### config.mk
export PLATFORM = sky130hd
export DESIGN_NAME = tlip_controller
export DESIGN_NICKNAME = d
export VERILOG_FILES = /design/src/rtl/tlip_pkg.sv /design/src/rtl/tlip_controller.sv
export SDC_FILE = /design/constraint.sdc
export NUM_CORES = 1
export LEC_CHECK = 0
export BUFFER_PORTS_ARGS = -buffer_cell sky130_fd_sc_hd__buf_2
export CELL_PAD_IN_SITES_DETAIL_PLACEMENT = 0
export CELL_PAD_IN_SITES_GLOBAL_PLACEMENT = 2
export CORE_MARGIN = 2
export CORE_UTILIZATION = 30
export CTS_BUF_LIST = sky130_fd_sc_hd__clkbuf_4 sky130_fd_sc_hd__clkbuf_8 sky130_fd_sc_hd__clkbuf_16
export CTS_CLUSTER_SIZE = 14
export DETAILED_ROUTE_END_ITERATION = 7
export PLACE_DENSITY_LB_ADDON = 0.1
export SYNTH_ARGS = -nofsm -noshare
export SYNTH_HDL_FRONTEND = slang
export SYNTH_SLANG_ARGS = --single-unit
### constraint.sdc
create_clock -name hclk -period 2.4 [get_ports hclk]
set_input_delay 0.36 -clock hclk [delete_from_list [all_inputs] [get_ports hclk]]
set_output_delay 0.36 -clock hclk [all_outputs]
set_load 0.05 [all_outputs]
### src/rtl/tlip_pkg.sv
package tlip_pkg;

   // ----------------------------------------------------------------
   // Register indices; the byte address is four times the index.
   // ----------------------------------------------------------------
   localparam logic [7:0] IDX_PAGE_CTRL  = 8'h84;
   localparam logic [7:0] IDX_PAGE_NEXT  = 8'h85;
   localparam logic [7:0] IDX_PAGE_LAST  = 8'h86;
   localparam logic [7:0] IDX_PAGE_SEL   = 8'ha7;
   localparam logic [7:0] IDX_INT_EN     = 8'ha8;
   localparam logic [7:0] IDX_INT_PRI    = 8'hb8;
   localparam logic [7:0] IDX_EVT_STATUS = 8'he0;
   localparam logic [7:0] IDX_EVT_MASK   = 8'he1;
   localparam logic [7:0] IDX_CORE_STATE = 8'he2;

   // ----------------------------------------------------------------
   // Field positions and reset values.
   // ----------------------------------------------------------------
   localparam int         CTRL_AUTO_BIT  = 0;
   localparam int         EVT_ENTRY_BIT  = 0;
   localparam int         EVT_RETURN_BIT = 1;
   localparam int         EVT_W          = 2;
   localparam int         ST_ACT_LO_BIT  = 0;
   localparam int         ST_ACT_HI_BIT  = 1;
   localparam int         ST_CALL_BIT    = 2;
   localparam int         ST_HOLD_BIT    = 3;
   localparam logic [7:0] PAGE_RESET     = 8'h00;
   localparam logic [7:0] BYTE_RESET     = 8'h00;
   localparam logic [7:0] PRI_RESET      = 8'h00;

   // ----------------------------------------------------------------
   // Timing in system clock cycles.
   // ----------------------------------------------------------------
   localparam int         DETECT_CYCLES  = 1;
   localparam int         CALL_CYCLES    = 4;
   localparam int         RETURN_CYCLES  = 5;
   localparam int         DIVIDE_CYCLES  = 8;
   localparam int         WORST_CYCLES   = DETECT_CYCLES + RETURN_CYCLES + DIVIDE_CYCLES + CALL_CYCLES;
   localparam logic [2:0] CALL_LAST      = 3'(CALL_CYCLES - 1);

   localparam logic [1:0] HTRANS_NONSEQ  = 2'h2;
   localparam logic       HRESP_OKAY     = 1'b0;

   typedef enum logic [0:0] {
      TLIP_IDLE,
      TLIP_CALL
   } tlip_state_t;

endpackage

### src/rtl/tlip_controller.sv
`timescale 1ns/1ps
module tlip_controller
   import tlip_pkg::*;
#(
   parameter int          NUM_SRC  = 8,
   parameter int          ADDR_W   = 12,
   parameter logic [63:0] SRC_PAGE = 64'h0000_0000_0000_0000
) (
   input  wire logic              hclk,
   input  wire logic              hresetn,
   input  wire logic              hsel,
   input  wire logic [ADDR_W-1:0] haddr,
   input  wire logic [1:0]        htrans,
   input  wire logic              hwrite,
   input  wire logic [2:0]        hsize,
   input  wire logic              hready,
   input  wire logic [31:0]       hwdata,
   output logic                   hreadyout,
   output logic                   hresp,
   output logic [31:0]            hrdata,
   input  wire logic [NUM_SRC-1:0] src_req,
   input  wire logic              instr_boundary,
   input  wire logic              return_done,
   output logic                   core_stall,
   output logic                   isr_entry,
   output logic [2:0]             isr_vector,
   output logic [7:0]             page_in_use,
   output logic                   irq
);

   // ----------------------------------------------------------------
   // State.
   // ----------------------------------------------------------------
   typedef struct packed {
      logic [7:0]       page;
      logic [7:0]       page_next;
      logic [7:0]       page_last;
      logic             auto_page;
      logic [7:0]       int_en;
      logic [7:0]       int_pri;
      logic [EVT_W-1:0] evt_status;
      logic [EVT_W-1:0] evt_mask;
      tlip_state_t      state;
      logic [2:0]       call_cnt;
      logic [2:0]       call_src;
      logic             call_hi;
      logic             act_hi;
      logic             act_lo;
      logic             pushed_hi;
      logic             pushed_lo;
      logic             hold_one;
      logic             wr_pend;
      logic [7:0]       wr_idx;
      logic [31:0]      rdata;
      logic             entry;
      logic [2:0]       vector;
   } tlip_regs_t;

   tlip_regs_t r;
   tlip_regs_t next_r;

   // ----------------------------------------------------------------
   // Priority decode, every cycle.
   // ----------------------------------------------------------------
   logic [NUM_SRC-1:0] pend_hi;
   logic [NUM_SRC-1:0] pend_lo;
   logic [2:0]         win_hi;
   logic [2:0]         win_lo;
   logic               any_hi;
   logic               any_lo;

   always_comb begin
      pend_hi = src_req & r.int_en[NUM_SRC-1:0] & r.int_pri[NUM_SRC-1:0];
      pend_lo = src_req & r.int_en[NUM_SRC-1:0] & ~r.int_pri[NUM_SRC-1:0];
      win_hi  = 3'h0;
      win_lo  = 3'h0;
      any_hi  = 1'b0;
      any_lo  = 1'b0;
      // Scanning downward leaves the lowest index as the winner.
      for (int i = NUM_SRC - 1; i >= 0; i--) begin
         if (pend_hi[i]) begin
            win_hi = 3'(i);
            any_hi = 1'b1;
         end
         if (pend_lo[i]) begin
            win_lo = 3'(i);
            any_lo = 1'b1;
         end
      end
   end

   // ----------------------------------------------------------------
   // Next state.
   // ----------------------------------------------------------------
   logic           addr_ok;
   logic [7:0]     addr_idx;
   logic [7:0]     wbyte;
   logic           take_hi;
   logic           take_lo;
   logic           may_take;
   logic [EVT_W-1:0] evt_set;
   logic [EVT_W-1:0] evt_clr;
   logic [7:0]     rd_byte;
   logic [7:0]     src_page;

   always_comb begin
      next_r   = r;
      addr_ok  = hsel && htrans == HTRANS_NONSEQ && hready;
      addr_idx = haddr[9:2];
      wbyte    = hwdata[7:0];
      evt_set  = '0;
      evt_clr  = '0;
      rd_byte  = BYTE_RESET;
      src_page = PAGE_RESET;
      next_r.entry = 1'b0;

      // The instruction ending with a return never takes a call, nor does the one after it when that return closed a level.
      may_take = r.state == TLIP_IDLE && instr_boundary && !return_done && !r.hold_one;
      take_hi  = may_take && any_hi && !r.act_hi;
      take_lo  = may_take && !take_hi && any_lo && !r.act_hi && !r.act_lo;

      if (r.hold_one && instr_boundary && !return_done) begin
         next_r.hold_one = 1'b0;
      end

      case (r.state)
         TLIP_IDLE: begin
            if (take_hi || take_lo) begin
               // This cycle is the detect cycle; four call cycles follow.
               next_r.state    = TLIP_CALL;
               next_r.call_cnt = CALL_LAST;
               next_r.call_hi  = take_hi;
               next_r.call_src = take_hi ? win_hi : win_lo;
            end
         end
         TLIP_CALL: begin
            if (r.call_cnt == 3'h0) begin
               next_r.state  = TLIP_IDLE;
               next_r.entry  = 1'b1;
               next_r.vector = r.call_src;
               evt_set[EVT_ENTRY_BIT] = 1'b1;
               src_page = SRC_PAGE[{r.call_src, 3'h0} +: 8];
               if (r.call_hi) begin
                  next_r.act_hi    = 1'b1;
                  next_r.pushed_hi = r.auto_page;
               end else begin
                  next_r.act_lo    = 1'b1;
                  next_r.pushed_lo = r.auto_page;
               end
               if (r.auto_page) begin
                  next_r.page_last = r.page_next;
                  next_r.page_next = r.page;
                  next_r.page      = src_page;
               end
            end else begin
               next_r.call_cnt = r.call_cnt - 3'h1;
            end
         end
         default: begin
            next_r.state = TLIP_IDLE;
         end
      endcase

      // A return closes the innermost running level.
      if (return_done && (r.act_hi || r.act_lo)) begin
         next_r.hold_one = 1'b1;
         evt_set[EVT_RETURN_BIT] = 1'b1;
         if (r.act_hi) begin
            next_r.act_hi    = 1'b0;
            next_r.pushed_hi = 1'b0;
         end else begin
            next_r.act_lo    = 1'b0;
            next_r.pushed_lo = 1'b0;
         end
         // Whatever software left in the stack is what comes back.
         if (r.act_hi ? r.pushed_hi : r.pushed_lo) begin
            next_r.page      = r.page_next;
            next_r.page_next = r.page_last;
         end
      end

      // Bus data phase: the write lands after any push or pop of this cycle.
      if (r.wr_pend) begin
         next_r.wr_pend = 1'b0;
         if (r.wr_idx == IDX_PAGE_SEL) begin
            next_r.page = wbyte;
         end else if (r.wr_idx == IDX_PAGE_CTRL) begin
            next_r.auto_page = wbyte[CTRL_AUTO_BIT];
         end else if (r.wr_idx == IDX_PAGE_NEXT) begin
            next_r.page_next = wbyte;
         end else if (r.wr_idx == IDX_PAGE_LAST) begin
            next_r.page_last = wbyte;
         end else if (r.wr_idx == IDX_INT_EN) begin
            next_r.int_en = wbyte;
         end else if (r.wr_idx == IDX_INT_PRI) begin
            next_r.int_pri = wbyte;
         end else if (r.wr_idx == IDX_EVT_STATUS) begin
            evt_clr = wbyte[EVT_W-1:0];
         end else if (r.wr_idx == IDX_EVT_MASK) begin
            next_r.evt_mask = wbyte[EVT_W-1:0];
         end
      end

      // A new event wins over a clear written in the same cycle.
      next_r.evt_status = (r.evt_status & ~evt_clr) | evt_set;

      if (addr_ok) begin
         next_r.wr_pend = hwrite;
         next_r.wr_idx  = addr_idx;
      end

      // Read data comes from the next state so a write just before is seen.
      if (addr_idx == IDX_PAGE_SEL) begin
         rd_byte = next_r.page;
      end else if (addr_idx == IDX_PAGE_CTRL) begin
         rd_byte = {7'h00, next_r.auto_page};
      end else if (addr_idx == IDX_PAGE_NEXT) begin
         rd_byte = next_r.page_next;
      end else if (addr_idx == IDX_PAGE_LAST) begin
         rd_byte = next_r.page_last;
      end else if (addr_idx == IDX_INT_EN) begin
         rd_byte = next_r.int_en;
      end else if (addr_idx == IDX_INT_PRI) begin
         rd_byte = next_r.int_pri;
      end else if (addr_idx == IDX_EVT_STATUS) begin
         rd_byte = {6'h00, next_r.evt_status};
      end else if (addr_idx == IDX_EVT_MASK) begin
         rd_byte = {6'h00, next_r.evt_mask};
      end else if (addr_idx == IDX_CORE_STATE) begin
         rd_byte = {4'h0, next_r.hold_one, next_r.state == TLIP_CALL, next_r.act_hi, next_r.act_lo};
      end
      if (addr_ok && !hwrite) begin
         next_r.rdata = {24'h000000, rd_byte};
      end
   end

   // ----------------------------------------------------------------
   // Registers.
   // ----------------------------------------------------------------
   always_ff @(posedge hclk or negedge hresetn) begin
      if (!hresetn) begin
         r.page       <= PAGE_RESET;
         r.page_next  <= PAGE_RESET;
         r.page_last  <= PAGE_RESET;
         r.auto_page  <= 1'b0;
         r.int_en     <= BYTE_RESET;
         r.int_pri    <= PRI_RESET;
         r.evt_status <= '0;
         r.evt_mask   <= '0;
         r.state      <= TLIP_IDLE;
         r.call_cnt   <= 3'h0;
         r.call_src   <= 3'h0;
         r.call_hi    <= 1'b0;
         r.act_hi     <= 1'b0;
         r.act_lo     <= 1'b0;
         r.pushed_hi  <= 1'b0;
         r.pushed_lo  <= 1'b0;
         r.hold_one   <= 1'b0;
         r.wr_pend    <= 1'b0;
         r.wr_idx     <= 8'h00;
         r.rdata      <= 32'h0000_0000;
         r.entry      <= 1'b0;
         r.vector     <= 3'h0;
      end else begin
         r <= next_r;
      end
   end

   // ----------------------------------------------------------------
   // Outputs.
   // ----------------------------------------------------------------
   assign hreadyout   = 1'b1;
   assign hresp       = HRESP_OKAY;
   assign hrdata      = r.rdata;
   assign core_stall  = r.state == TLIP_CALL;
   assign isr_entry   = r.entry;
   assign isr_vector  = r.vector;
   assign page_in_use = r.page;
   assign irq         = |(r.evt_status & r.evt_mask);

endmodule // tlip_controller

==> results of run 1 <==
routing by layer:
layer / track usage [%] / wire length [microns] / share of wire [%]
met5: 0 / 0 / 0
met4: 8.20 / 346 / 2.4
met2: 28.5 / 6780 / 47
met3: 2.69 / 467 / 3.2
met1: 24.5 / 6930 / 48
worst min-delay path by stage:
stage | endpoint | slack (ns) | depth (start not counted)
final | isr_entry | 0.002 | 1
after global placement | isr_vector[1] | 0.39 | 1
after detailed placement | isr_entry | 0.39 | 1
after CTS | isr_entry | 0.02 | 1
after floorplan | core_stall | 0.06 | 0
after global routing | isr_entry | 0.05 | 1
logic make-up after synthesis:
kind of cell | Yosys count | share of synthesized area (%)
simple gates | 171 | 19.5
compound gates | 117 | 16.5
buf+inv | 86 | 10.5
flops | 79 | 41.1
mux | 49 | 11.3
fa+ha+maj | 2 | 0.520
other cells | 2 | 0.156
xor+xnor | 2 | 0.364
report_power, final:
| group | leakage [nW] | switching, mW | internal, mW |
|---|---|---|---|
| sequential | 0.989 | 0.250 | 1.69 |
| combinational | 1.55 | 1.11 | 0.647 |
| clock | 0.140 | 0.565 | 0.715 |
worst max-delay path, cell delays in order (launching register included):
cell and delay [ns]:
dfrtp_1 0.45, and4bb_2 0.33, and4_2 0.30, buf_4 0.17
mux2_2 0.35, a21o_1 0.15, a211oi_1 0.17, buf_4 0.16
o21ai_0 0.08
registers in the layout, summed over array words and instances (netlist names):
register / count
hrdata: 8
page_in_use: 8
isr_vector: 3
r: 58
isr_entry: 1
core_stall: 1
layout make-up:
type / count / share of cell area [%]
Inverter: 18 / 1.20
Clock buffer: 11 / 4.27
Tap cell: 216 / 4.81
Multi-Input combinational cell: 367 / 43.8
Sequential cell: 79 / 35.2
Timing Repair Buffer: 90 / 10.3
Clock inverter: 5 / 0.445
per-stage QoR:
stage               instance area (sq um)  hold slack (ns)
finish                               5620          0.00216
global route                         5620           0.0456
CTS                                  5580           0.0168
detailed placement                   5320            0.393
global placement                     5320            0.391
floorplan                            4900           0.0644
layout by cell type (no fill, tap or decap), types with 16 or more instances in the layout:
| cell type | instances |
|---|---|
| mux2_2 | 32 |
| o21ai_0 | 23 |
| nor2_1 | 28 |
| a21oi_1 | 19 |
| conb_1 | 26 |
| buf_4 | 34 |
| buf_2 | 53 |
| inv_1 | 18 |
| mux2i_1 | 16 |
| nand2_1 | 46 |
| nand3_1 | 24 |
| dfrtp_1 | 79 |
==> flow_summary.json, run 1 <==
{
  "status": "finished clean",
  "path_clk_slew_ns": 0.06,
  "place_inst": 770,
  "antenna_cells": 0,
  "grt_pass1_wl_microns": 22800,
  "finalCritPeriodShare_pct": 95.2,
  "vias_per_cell": 5.03,
  "endpoint": "hrdata[4]",
  "seq_area_frac_synth_pct": 41.1,
  "cts_tree": "built",
  "seq_area_sq_um": 1980,
  "leakage_nw": 2.68,
  "r2r_end": "hrdata[4]",
  "r2r_cells": 8,
  "multi_input_area_sq_um": 2460,
  "post_drt_wl_per_cell_microns": 18.5,
  "startpoint": "r[38]",
  "worst_pin_slew_ns": 0.643,
  "core_sq_um": 15800,
  "finalMaxSlewViolations": 0,
  "critical_path_class": "reg -> reg",
  "fill_cells": 1695,
  "place_ws_ns": 0.0444,
  "hpwl_microns": 10900,
  "postCtsResizedCells": 0,
  "final_cells": 786,
  "yosysTopAreaCellShare_pct": 41.1,
  "fmaxAchievable_mhz": 438,
  "fp.dieH_microns": 131,
  "nets": 631,
  "synth.most_common_cell": "dfrtp_1",
  "start_util_pct": 30.5,
  "end_kind": "register",
  "via_count": 3951,
  "yosysTopAreaCell": "dfrtp_1",
  "fin_ws_ns": 0.116,
  "synth-edff-count": 0,
  "yosys_warnings": 0,
  "clockRootBuffer": "clkbuf_16",
  "drive_gt1_share_pct": 27.4,
  "synth_cells": 508,
  "grt_pass1_vias": 4037,
  "arrival_ns": 2.51,
  "reg2reg_slack_ns": 0.12,
  "cts-hold-fix-buffers": 0,
  "slew-limit-headroom_pct": 56.1,
  "grtUsageTotal_pct": 18.1,
  "syn_area_sq_um": 4810,
  "setup_tns_ns": 0,
  "synthTopCellsByCount": "79 x dfrtp_1, 46 x buf_4, 46 x nand2_1",
  "finalSetupViolations": 0,
  "core.rowCount": 46,
  "antenna_found_initial": 0,
  "cp_data_required_time_ns": 2.63,
  "final_util_pct": 35.7,
  "htree_num_levels": 3,
  "total_power_mw": 4.97,
  "cts_buffers": 9,
  "hold_path.class": "in -> async",
  "synthArstFlopShare_pct": 100,
  "insertion_delay_ns": 0.35,
  "cp_max_fo": 5,
  "first_pass_iters": 4,
  "p_per_area_nw_per_um2": 884,
  "wl_microns": 14500,
  "grt_overflow_total": 0,
  "die_area_sq_um": 17100,
  "cts_buffer_depth": 2,
  "avgSynthCellArea_sq_um": 9.48,
  "die_w_microns": 131,
  "yosysUniqueCellTypes": 66,
  "post_cts_buffers": 0,
  "cts.sink_count": 79,
  "peakVddDrop_mv": 0.319,
  "synthToLayoutAreaGrowth_pct": 16.8,
  "timing.rr.start": "r[38]",
  "portBuffers": 54,
  "synthTopCellsByArea": "dfrtp_1 41%, mux2_2 7.5%, buf_4 7.2%",
  "drtIter0Drc": 169,
  "rsz0062_at_grt": "no",
  "fin_crit_ns": 2.28,
  "hold_viol": 0,
  "ant_nets": 0,
  "ys_ff_latch": 79,
  "skew_ns": 0.00547,
  "grt_max_degree": 41,
  "gp_routability_congestion": 0.816,
  "drt_drc_violations_left": 0,
  "drv_cap": 0,
  "cp-start-kind": "register",
  "ys_dominant_reg_cell": "dfrtp_1",
  "ioPinCount": 112
}
Power figures use the tool's default switching activity.
==> inputs of run 2 (changes only) <==
--- a/config.mk
+++ b/config.mk
@@ -9,7 +9,7 @@
 export CELL_PAD_IN_SITES_DETAIL_PLACEMENT = 0
 export CELL_PAD_IN_SITES_GLOBAL_PLACEMENT = 2
 export CORE_MARGIN = 2
-export CORE_UTILIZATION = 30
+export CORE_UTILIZATION = 36
 export CTS_BUF_LIST = sky130_fd_sc_hd__clkbuf_4 sky130_fd_sc_hd__clkbuf_8 sky130_fd_sc_hd__clkbuf_16
 export CTS_CLUSTER_SIZE = 14
 export DETAILED_ROUTE_END_ITERATION = 7
==> constraint.sdc (replaced) <==
create_clock -name hclk -period 2.65 [get_ports hclk]
set_input_delay 0.3975 -clock hclk [delete_from_list [all_inputs] [get_ports hclk]]
set_output_delay 0.3975 -clock hclk [all_outputs]
set_load 0.05 [all_outputs]
==> run 2 against run 1 <==
Compared with the run above: the flow now finishes with violations (negative hold slack); total power shrank 9.2%; highest routed layer unchanged; sequential share of layout area rose by 1.2 points; largest cell class unchanged; first-iteration DRC count is 46% higher.
==> flow_summary.json, run 2 (synthesis results as in run 1) <==
{
  "cp-start-kind": "register",
  "cp_max_fo": 7,
  "fin_ws_ns": 0.237,
  "grt_pass1_vias": 3769,
  "violations": "negative hold slack",
  "fmaxAchievable_mhz": 414,
  "core.rowCount": 42,
  "ioPinCount": 112,
  "grt_max_degree": 49,
  "portBuffers": 54,
  "htree_num_levels": 3,
  "setup_tns_ns": 0,
  "cts_buffer_depth": 2,
  "top_register": "r",
  "rsz0062_at_grt": "no",
  "postCtsResizedCells": 0,
  "slew-limit-headroom_pct": 63.9,
  "worst_pin_slew_ns": 0.542,
  "fin_crit_ns": 2.41,
  "place_ws_ns": 0.245,
  "grtUsageTotal_pct": 19.0,
  "clockRootBuffer": "clkbuf_16",
  "fill_cells": 1346,
  "cts_tree": "built",
  "cts_buffers": 9,
  "finalCritPeriodShare_pct": 91.0,
  "finalSetupViolations": 0,
  "critical_path_class": "reg -> reg",
  "insertion_delay_ns": 0.34,
  "hold_ws_ns": -0.00582,
  "layout_commonest_cell": "dfrtp_1",
  "arrival_ns": 2.65,
  "r2r_cells": 7,
  "p_per_area_nw_per_um2": 829,
  "path_clk_slew_ns": 0.06,
  "cts.sink_count": 79,
  "r2r_end": "hrdata[2]",
  "post_cts_buffers": 0,
  "drv_cap": 0,
  "grt_overflow_total": 0,
  "hold_viol": 5,
  "gp_routability_congestion": 0.817,
  "skew_ns": 0.00589,
  "peakVddDrop_mv": 0.267,
  "core_sq_um": 13100,
  "startpoint": "r[37]",
  "die_w_microns": 120,
  "drt_drc_violations_left": 0,
  "timing.rr.start": "r[37]",
  "drtIter0Drc": 246,
  "status": "finished with violations",
  "ant_nets": 0,
  "via_count": 3879,
  "first_pass_iters": 4,
  "leakage_nw": 2.60,
  "drive_gt1_share_pct": 24.1,
  "hold_path.class": "in -> async",
  "cp_data_required_time_ns": 2.89,
  "vias_per_cell": 5.31,
  "reg2reg_slack_ns": 0.24,
  "finalMaxSlewViolations": 0,
  "end_kind": "register",
  "antenna_cells": 0,
  "die_area_sq_um": 14300,
  "largest_reg_flops": 58,
  "antenna_found_initial": 0,
  "post_drt_wl_per_cell_microns": 17.9,
  "mostFrequentLayoutCells": "79 x dfrtp_1, 53 x buf_2, 46 x nand2_1, 32 x mux2_2, 28 x nor2_1",
  "nets": 618,
  "synthToLayoutAreaGrowth_pct": 13.1,
  "hpwl_microns": 9880,
  "wl_microns": 13100,
  "grt_pass1_wl_microns": 20700,
  "fp.dieH_microns": 120,
  "start_util_pct": 36.6,
  "cts-hold-fix-buffers": 0
}
==> run 2: where the power goes <==
part,internal [mW],leakage [nW],switching (mW)
Sequential,1.53,0.989,0.236
Combinational,0.560,1.47,0.967
Clock,0.738,0.144,0.484
Total,2.83,2.60,1.69
==> run 2: layout make-up <==
class / instances / area [sq um] / share of cell area [%]
well taps: 176 / 220 / 4.05
repair buffers: 77 / 470 / 8.64
multi-input cells: 367 / 2420 / 44.5
flip-flops and latches: 79 / 1980 / 36.3
inverters: 18 / 67.6 / 1.24
clock buffers: 14 / 288 / 5.29
==> run 2: worst max path at each step <==
stage                           end
final                     hrdata[2]
after global routing      hrdata[0]
after CTS                 hrdata[0]
after detailed placement  hrdata[2]
after global placement    hrdata[2]
after floorplan           hrdata[2]
==> run 2: critical path: stages (launching register included) <==
cell     delay [ns]
dfrtp_1        0.40
nor3b_1        0.36
and4_1         0.32
buf_4          0.20
mux2_2         0.35
nand2_1        0.06
or4b_1         0.44
a22o_1         0.19
==> run 2: metal layers <==
layer	up-vias	part of all wire, %	wire length [microns]	track usage [%]
li1	1876	-	-	-
met1	1904	47	6200	26.5
met2	83	47	6100	29.9
met3	16	3.9	516	3.09
met4	0	2.0	261	7.06
met5	-	0	0	0
==> run 2: per-stage QoR <==
step                      instance area (sq um)  power (mW)  std cells  utilization, %  hold WS (ns)
after global placement                     5150        3.30        717            39.2         0.375
final                                      5440        4.51        731            41.4      -0.00582
after CTS                                  5440        4.55        731            41.4        0.0137
after detailed placement                   5150        3.32        717            39.2         0.377
after global routing                       5440        4.78        731            41.4        0.0256
after floorplan                            4900        3.05        532               -         0.102
==> inputs of run 3 (changes only) <==
--- a/config.mk
+++ b/config.mk
@@ -14,6 +14,7 @@
 export CTS_CLUSTER_SIZE = 14
 export DETAILED_ROUTE_END_ITERATION = 7
 export PLACE_DENSITY_LB_ADDON = 0.1
+export RECOVER_POWER = 100
 export SYNTH_ARGS = -nofsm -noshare
 export SYNTH_HDL_FRONTEND = slang
 export SYNTH_SLANG_ARGS = --single-unit
==> run 3 against run 2 <==
Compared with the run above: the flow finishes with violations (max-capacitance violations, max-slew violations); global-route usage did not move; cell count unchanged; register-to-register slack got worse by 0.02 ns; die area unchanged; first-iteration DRC count rose by 12%; flip-flop and latch count unchanged.
==> flow_summary.json, run 3 (synthesis results as in run 1) <==
{
  "postCtsResizedCells": 0,
  "fp.dieH_microns": 120,
  "hold_viol": 0,
  "total_power_mw": 4.48,
  "leakage_nw": 2.50,
  "first_pass_iters": 4,
  "critical_path_class": "reg -> reg",
  "ioPinCount": 112,
  "min_path_cells": 3,
  "cts_buffer_depth": 2,
  "core_sq_um": 13100,
  "antenna_found_initial": 0,
  "fin_crit_ns": 2.43,
  "reg2reg_slack_ns": 0.22,
  "via_count": 3850,
  "cts_tree": "built",
  "drt_drc_violations_left": 0,
  "die_w_microns": 120,
  "cp_max_fo": 27,
  "start_util_pct": 36.6,
  "seq_area_sq_um": 1980,
  "min_to": "r[44]",
  "end_kind": "register",
  "post_cts_buffers": 0,
  "drive_gt1_share_pct": 16.9,
  "ant_nets": 0,
  "drtIter0Drc": 276,
  "synthToLayoutAreaGrowth_pct": 12.0,
  "cp_data_required_time_ns": 2.86,
  "gp_routability_congestion": 0.817,
  "skew_ns": 0.00579,
  "multi_input_area_sq_um": 2420,
  "cp-start-kind": "register",
  "layout_commonest_cell": "dfrtp_1",
  "slew-limit-headroom_pct": -24.6,
  "setup_tns_ns": 0,
  "cts-hold-fix-buffers": 0,
  "grt_pass1_wl_microns": 20700,
  "fmaxAchievable_mhz": 411,
  "violations": "max-capacitance violations, max-slew violations",
  "grt_overflow_total": 0,
  "drv_cap": 1,
  "timing.rr.start": "r[54]",
  "cts_buffers": 9,
  "grt_pass1_vias": 3769,
  "nets": 618,
  "hold_path.class": "in -> reg",
  "p_per_area_nw_per_um2": 830,
  "hp-start": "hwrite",
  "cts.sink_count": 79,
  "wl_microns": 13100,
  "grt_max_degree": 49,
  "grtUsageTotal_pct": 19.0,
  "insertion_delay_ns": 0.34,
  "rsz0062_at_grt": "no",
  "top_register": "r",
  "die_area_sq_um": 14300,
  "fill_cells": 1358,
  "vias_per_cell": 5.27,
  "finalSetupViolations": 0,
  "finalCritPeriodShare_pct": 91.9,
  "htree_num_levels": 3,
  "antenna_cells": 0,
  "core.rowCount": 42,
  "r2r_cells": 9,
  "mostFrequentLayoutCells": "79 x dfrtp_1, 46 x nand2_1, 31 x buf_2, 28 x nor2_1, 28 x clkbuf_1",
  "largest_reg_flops": 58,
  "hpwl_microns": 9880,
  "arrival_ns": 2.64,
  "path_clk_slew_ns": 0.06,
  "post_drt_wl_per_cell_microns": 17.9,
  "portBuffers": 54,
  "worst_pin_slew_ns": 1.87,
  "finalMaxSlewViolations": 32,
  "status": "finished with violations",
  "r2r_end": "hrdata[0]",
  "clockRootBuffer": "clkbuf_16",
  "peakVddDrop_mv": 0.267
}
## run 3: cell count changes in the layout (fill, tap and decap cells not counted), moves of 2 or more
cell      before  now
and2_0         0    2
and2_1         5    3
buf_2         53   31
buf_4         22   16
clkbuf_1       0   28
mux2_1         0   12
mux2_2        32   20
## run 3: worst max-delay path, stage by stage, from the launching register on
cell	delay, ns
dfrtp_1	0.35
inv_1	0.12
ha_1	0.27
nand4b_1	0.17
buf_12	0.21
mux2i_1	0.27
mux2i_4	0.12
a21o_1	0.18
nor4_1	0.48
o21ai_1	0.12
## run 3: final cells by class
type                    count  share of cell area, %
clock buffers              14                   5.34
repair buffers             77                   7.80
well taps                 176                   4.08
flip-flops and latches     79                   36.7
multi-input cells         367                   44.9
inverters                  18                   1.25
## run 3: report_power, final
| group | internal [mW] | switching [mW] | total (mW) |
|---|---|---|---|
| Clock | 0.738 | 0.483 | 1.22 |
| Combinational | 0.522 | 0.968 | 1.49 |
| Sequential | 1.53 | 0.237 | 1.77 |
## run 3: worst max path at each step
stage          start   endpoint  slack, ns
2_1_floorplan  r[36]  hrdata[2]       0.34
3_3_place_gp   r[37]  hrdata[2]       0.25
3_5_place_dp   r[37]  hrdata[2]       0.25
4_1_cts        r[42]  hrdata[0]       0.23
5_1_grt        r[49]  hrdata[0]       0.09
6_report       r[54]  hrdata[0]       0.22
## run 3: metal layers
layer	track usage [%]	routed length, microns	vias to the layer above
met2	29.9	6150	78
met5	0	0	-
met3	3.09	532	16
met4	7.06	266	0
li1	-	-	1876
met1	26.5	6160	1880
## run 3: through the flow
step	std cells	utilization (%)	hold WS (ns)	cell area (sq um)	worst slack, ns
6_report	731	41.0	0.303	5390	0.215
5_1_grt	731	41.0	0.334	5390	0.0933
4_1_cts	731	41.4	0.0137	5440	0.228
3_5_place_dp	717	39.2	0.377	5150	0.245
3_3_place_gp	717	39.2	0.375	5150	0.246
2_1_floorplan	532	-	0.102	4900	0.336
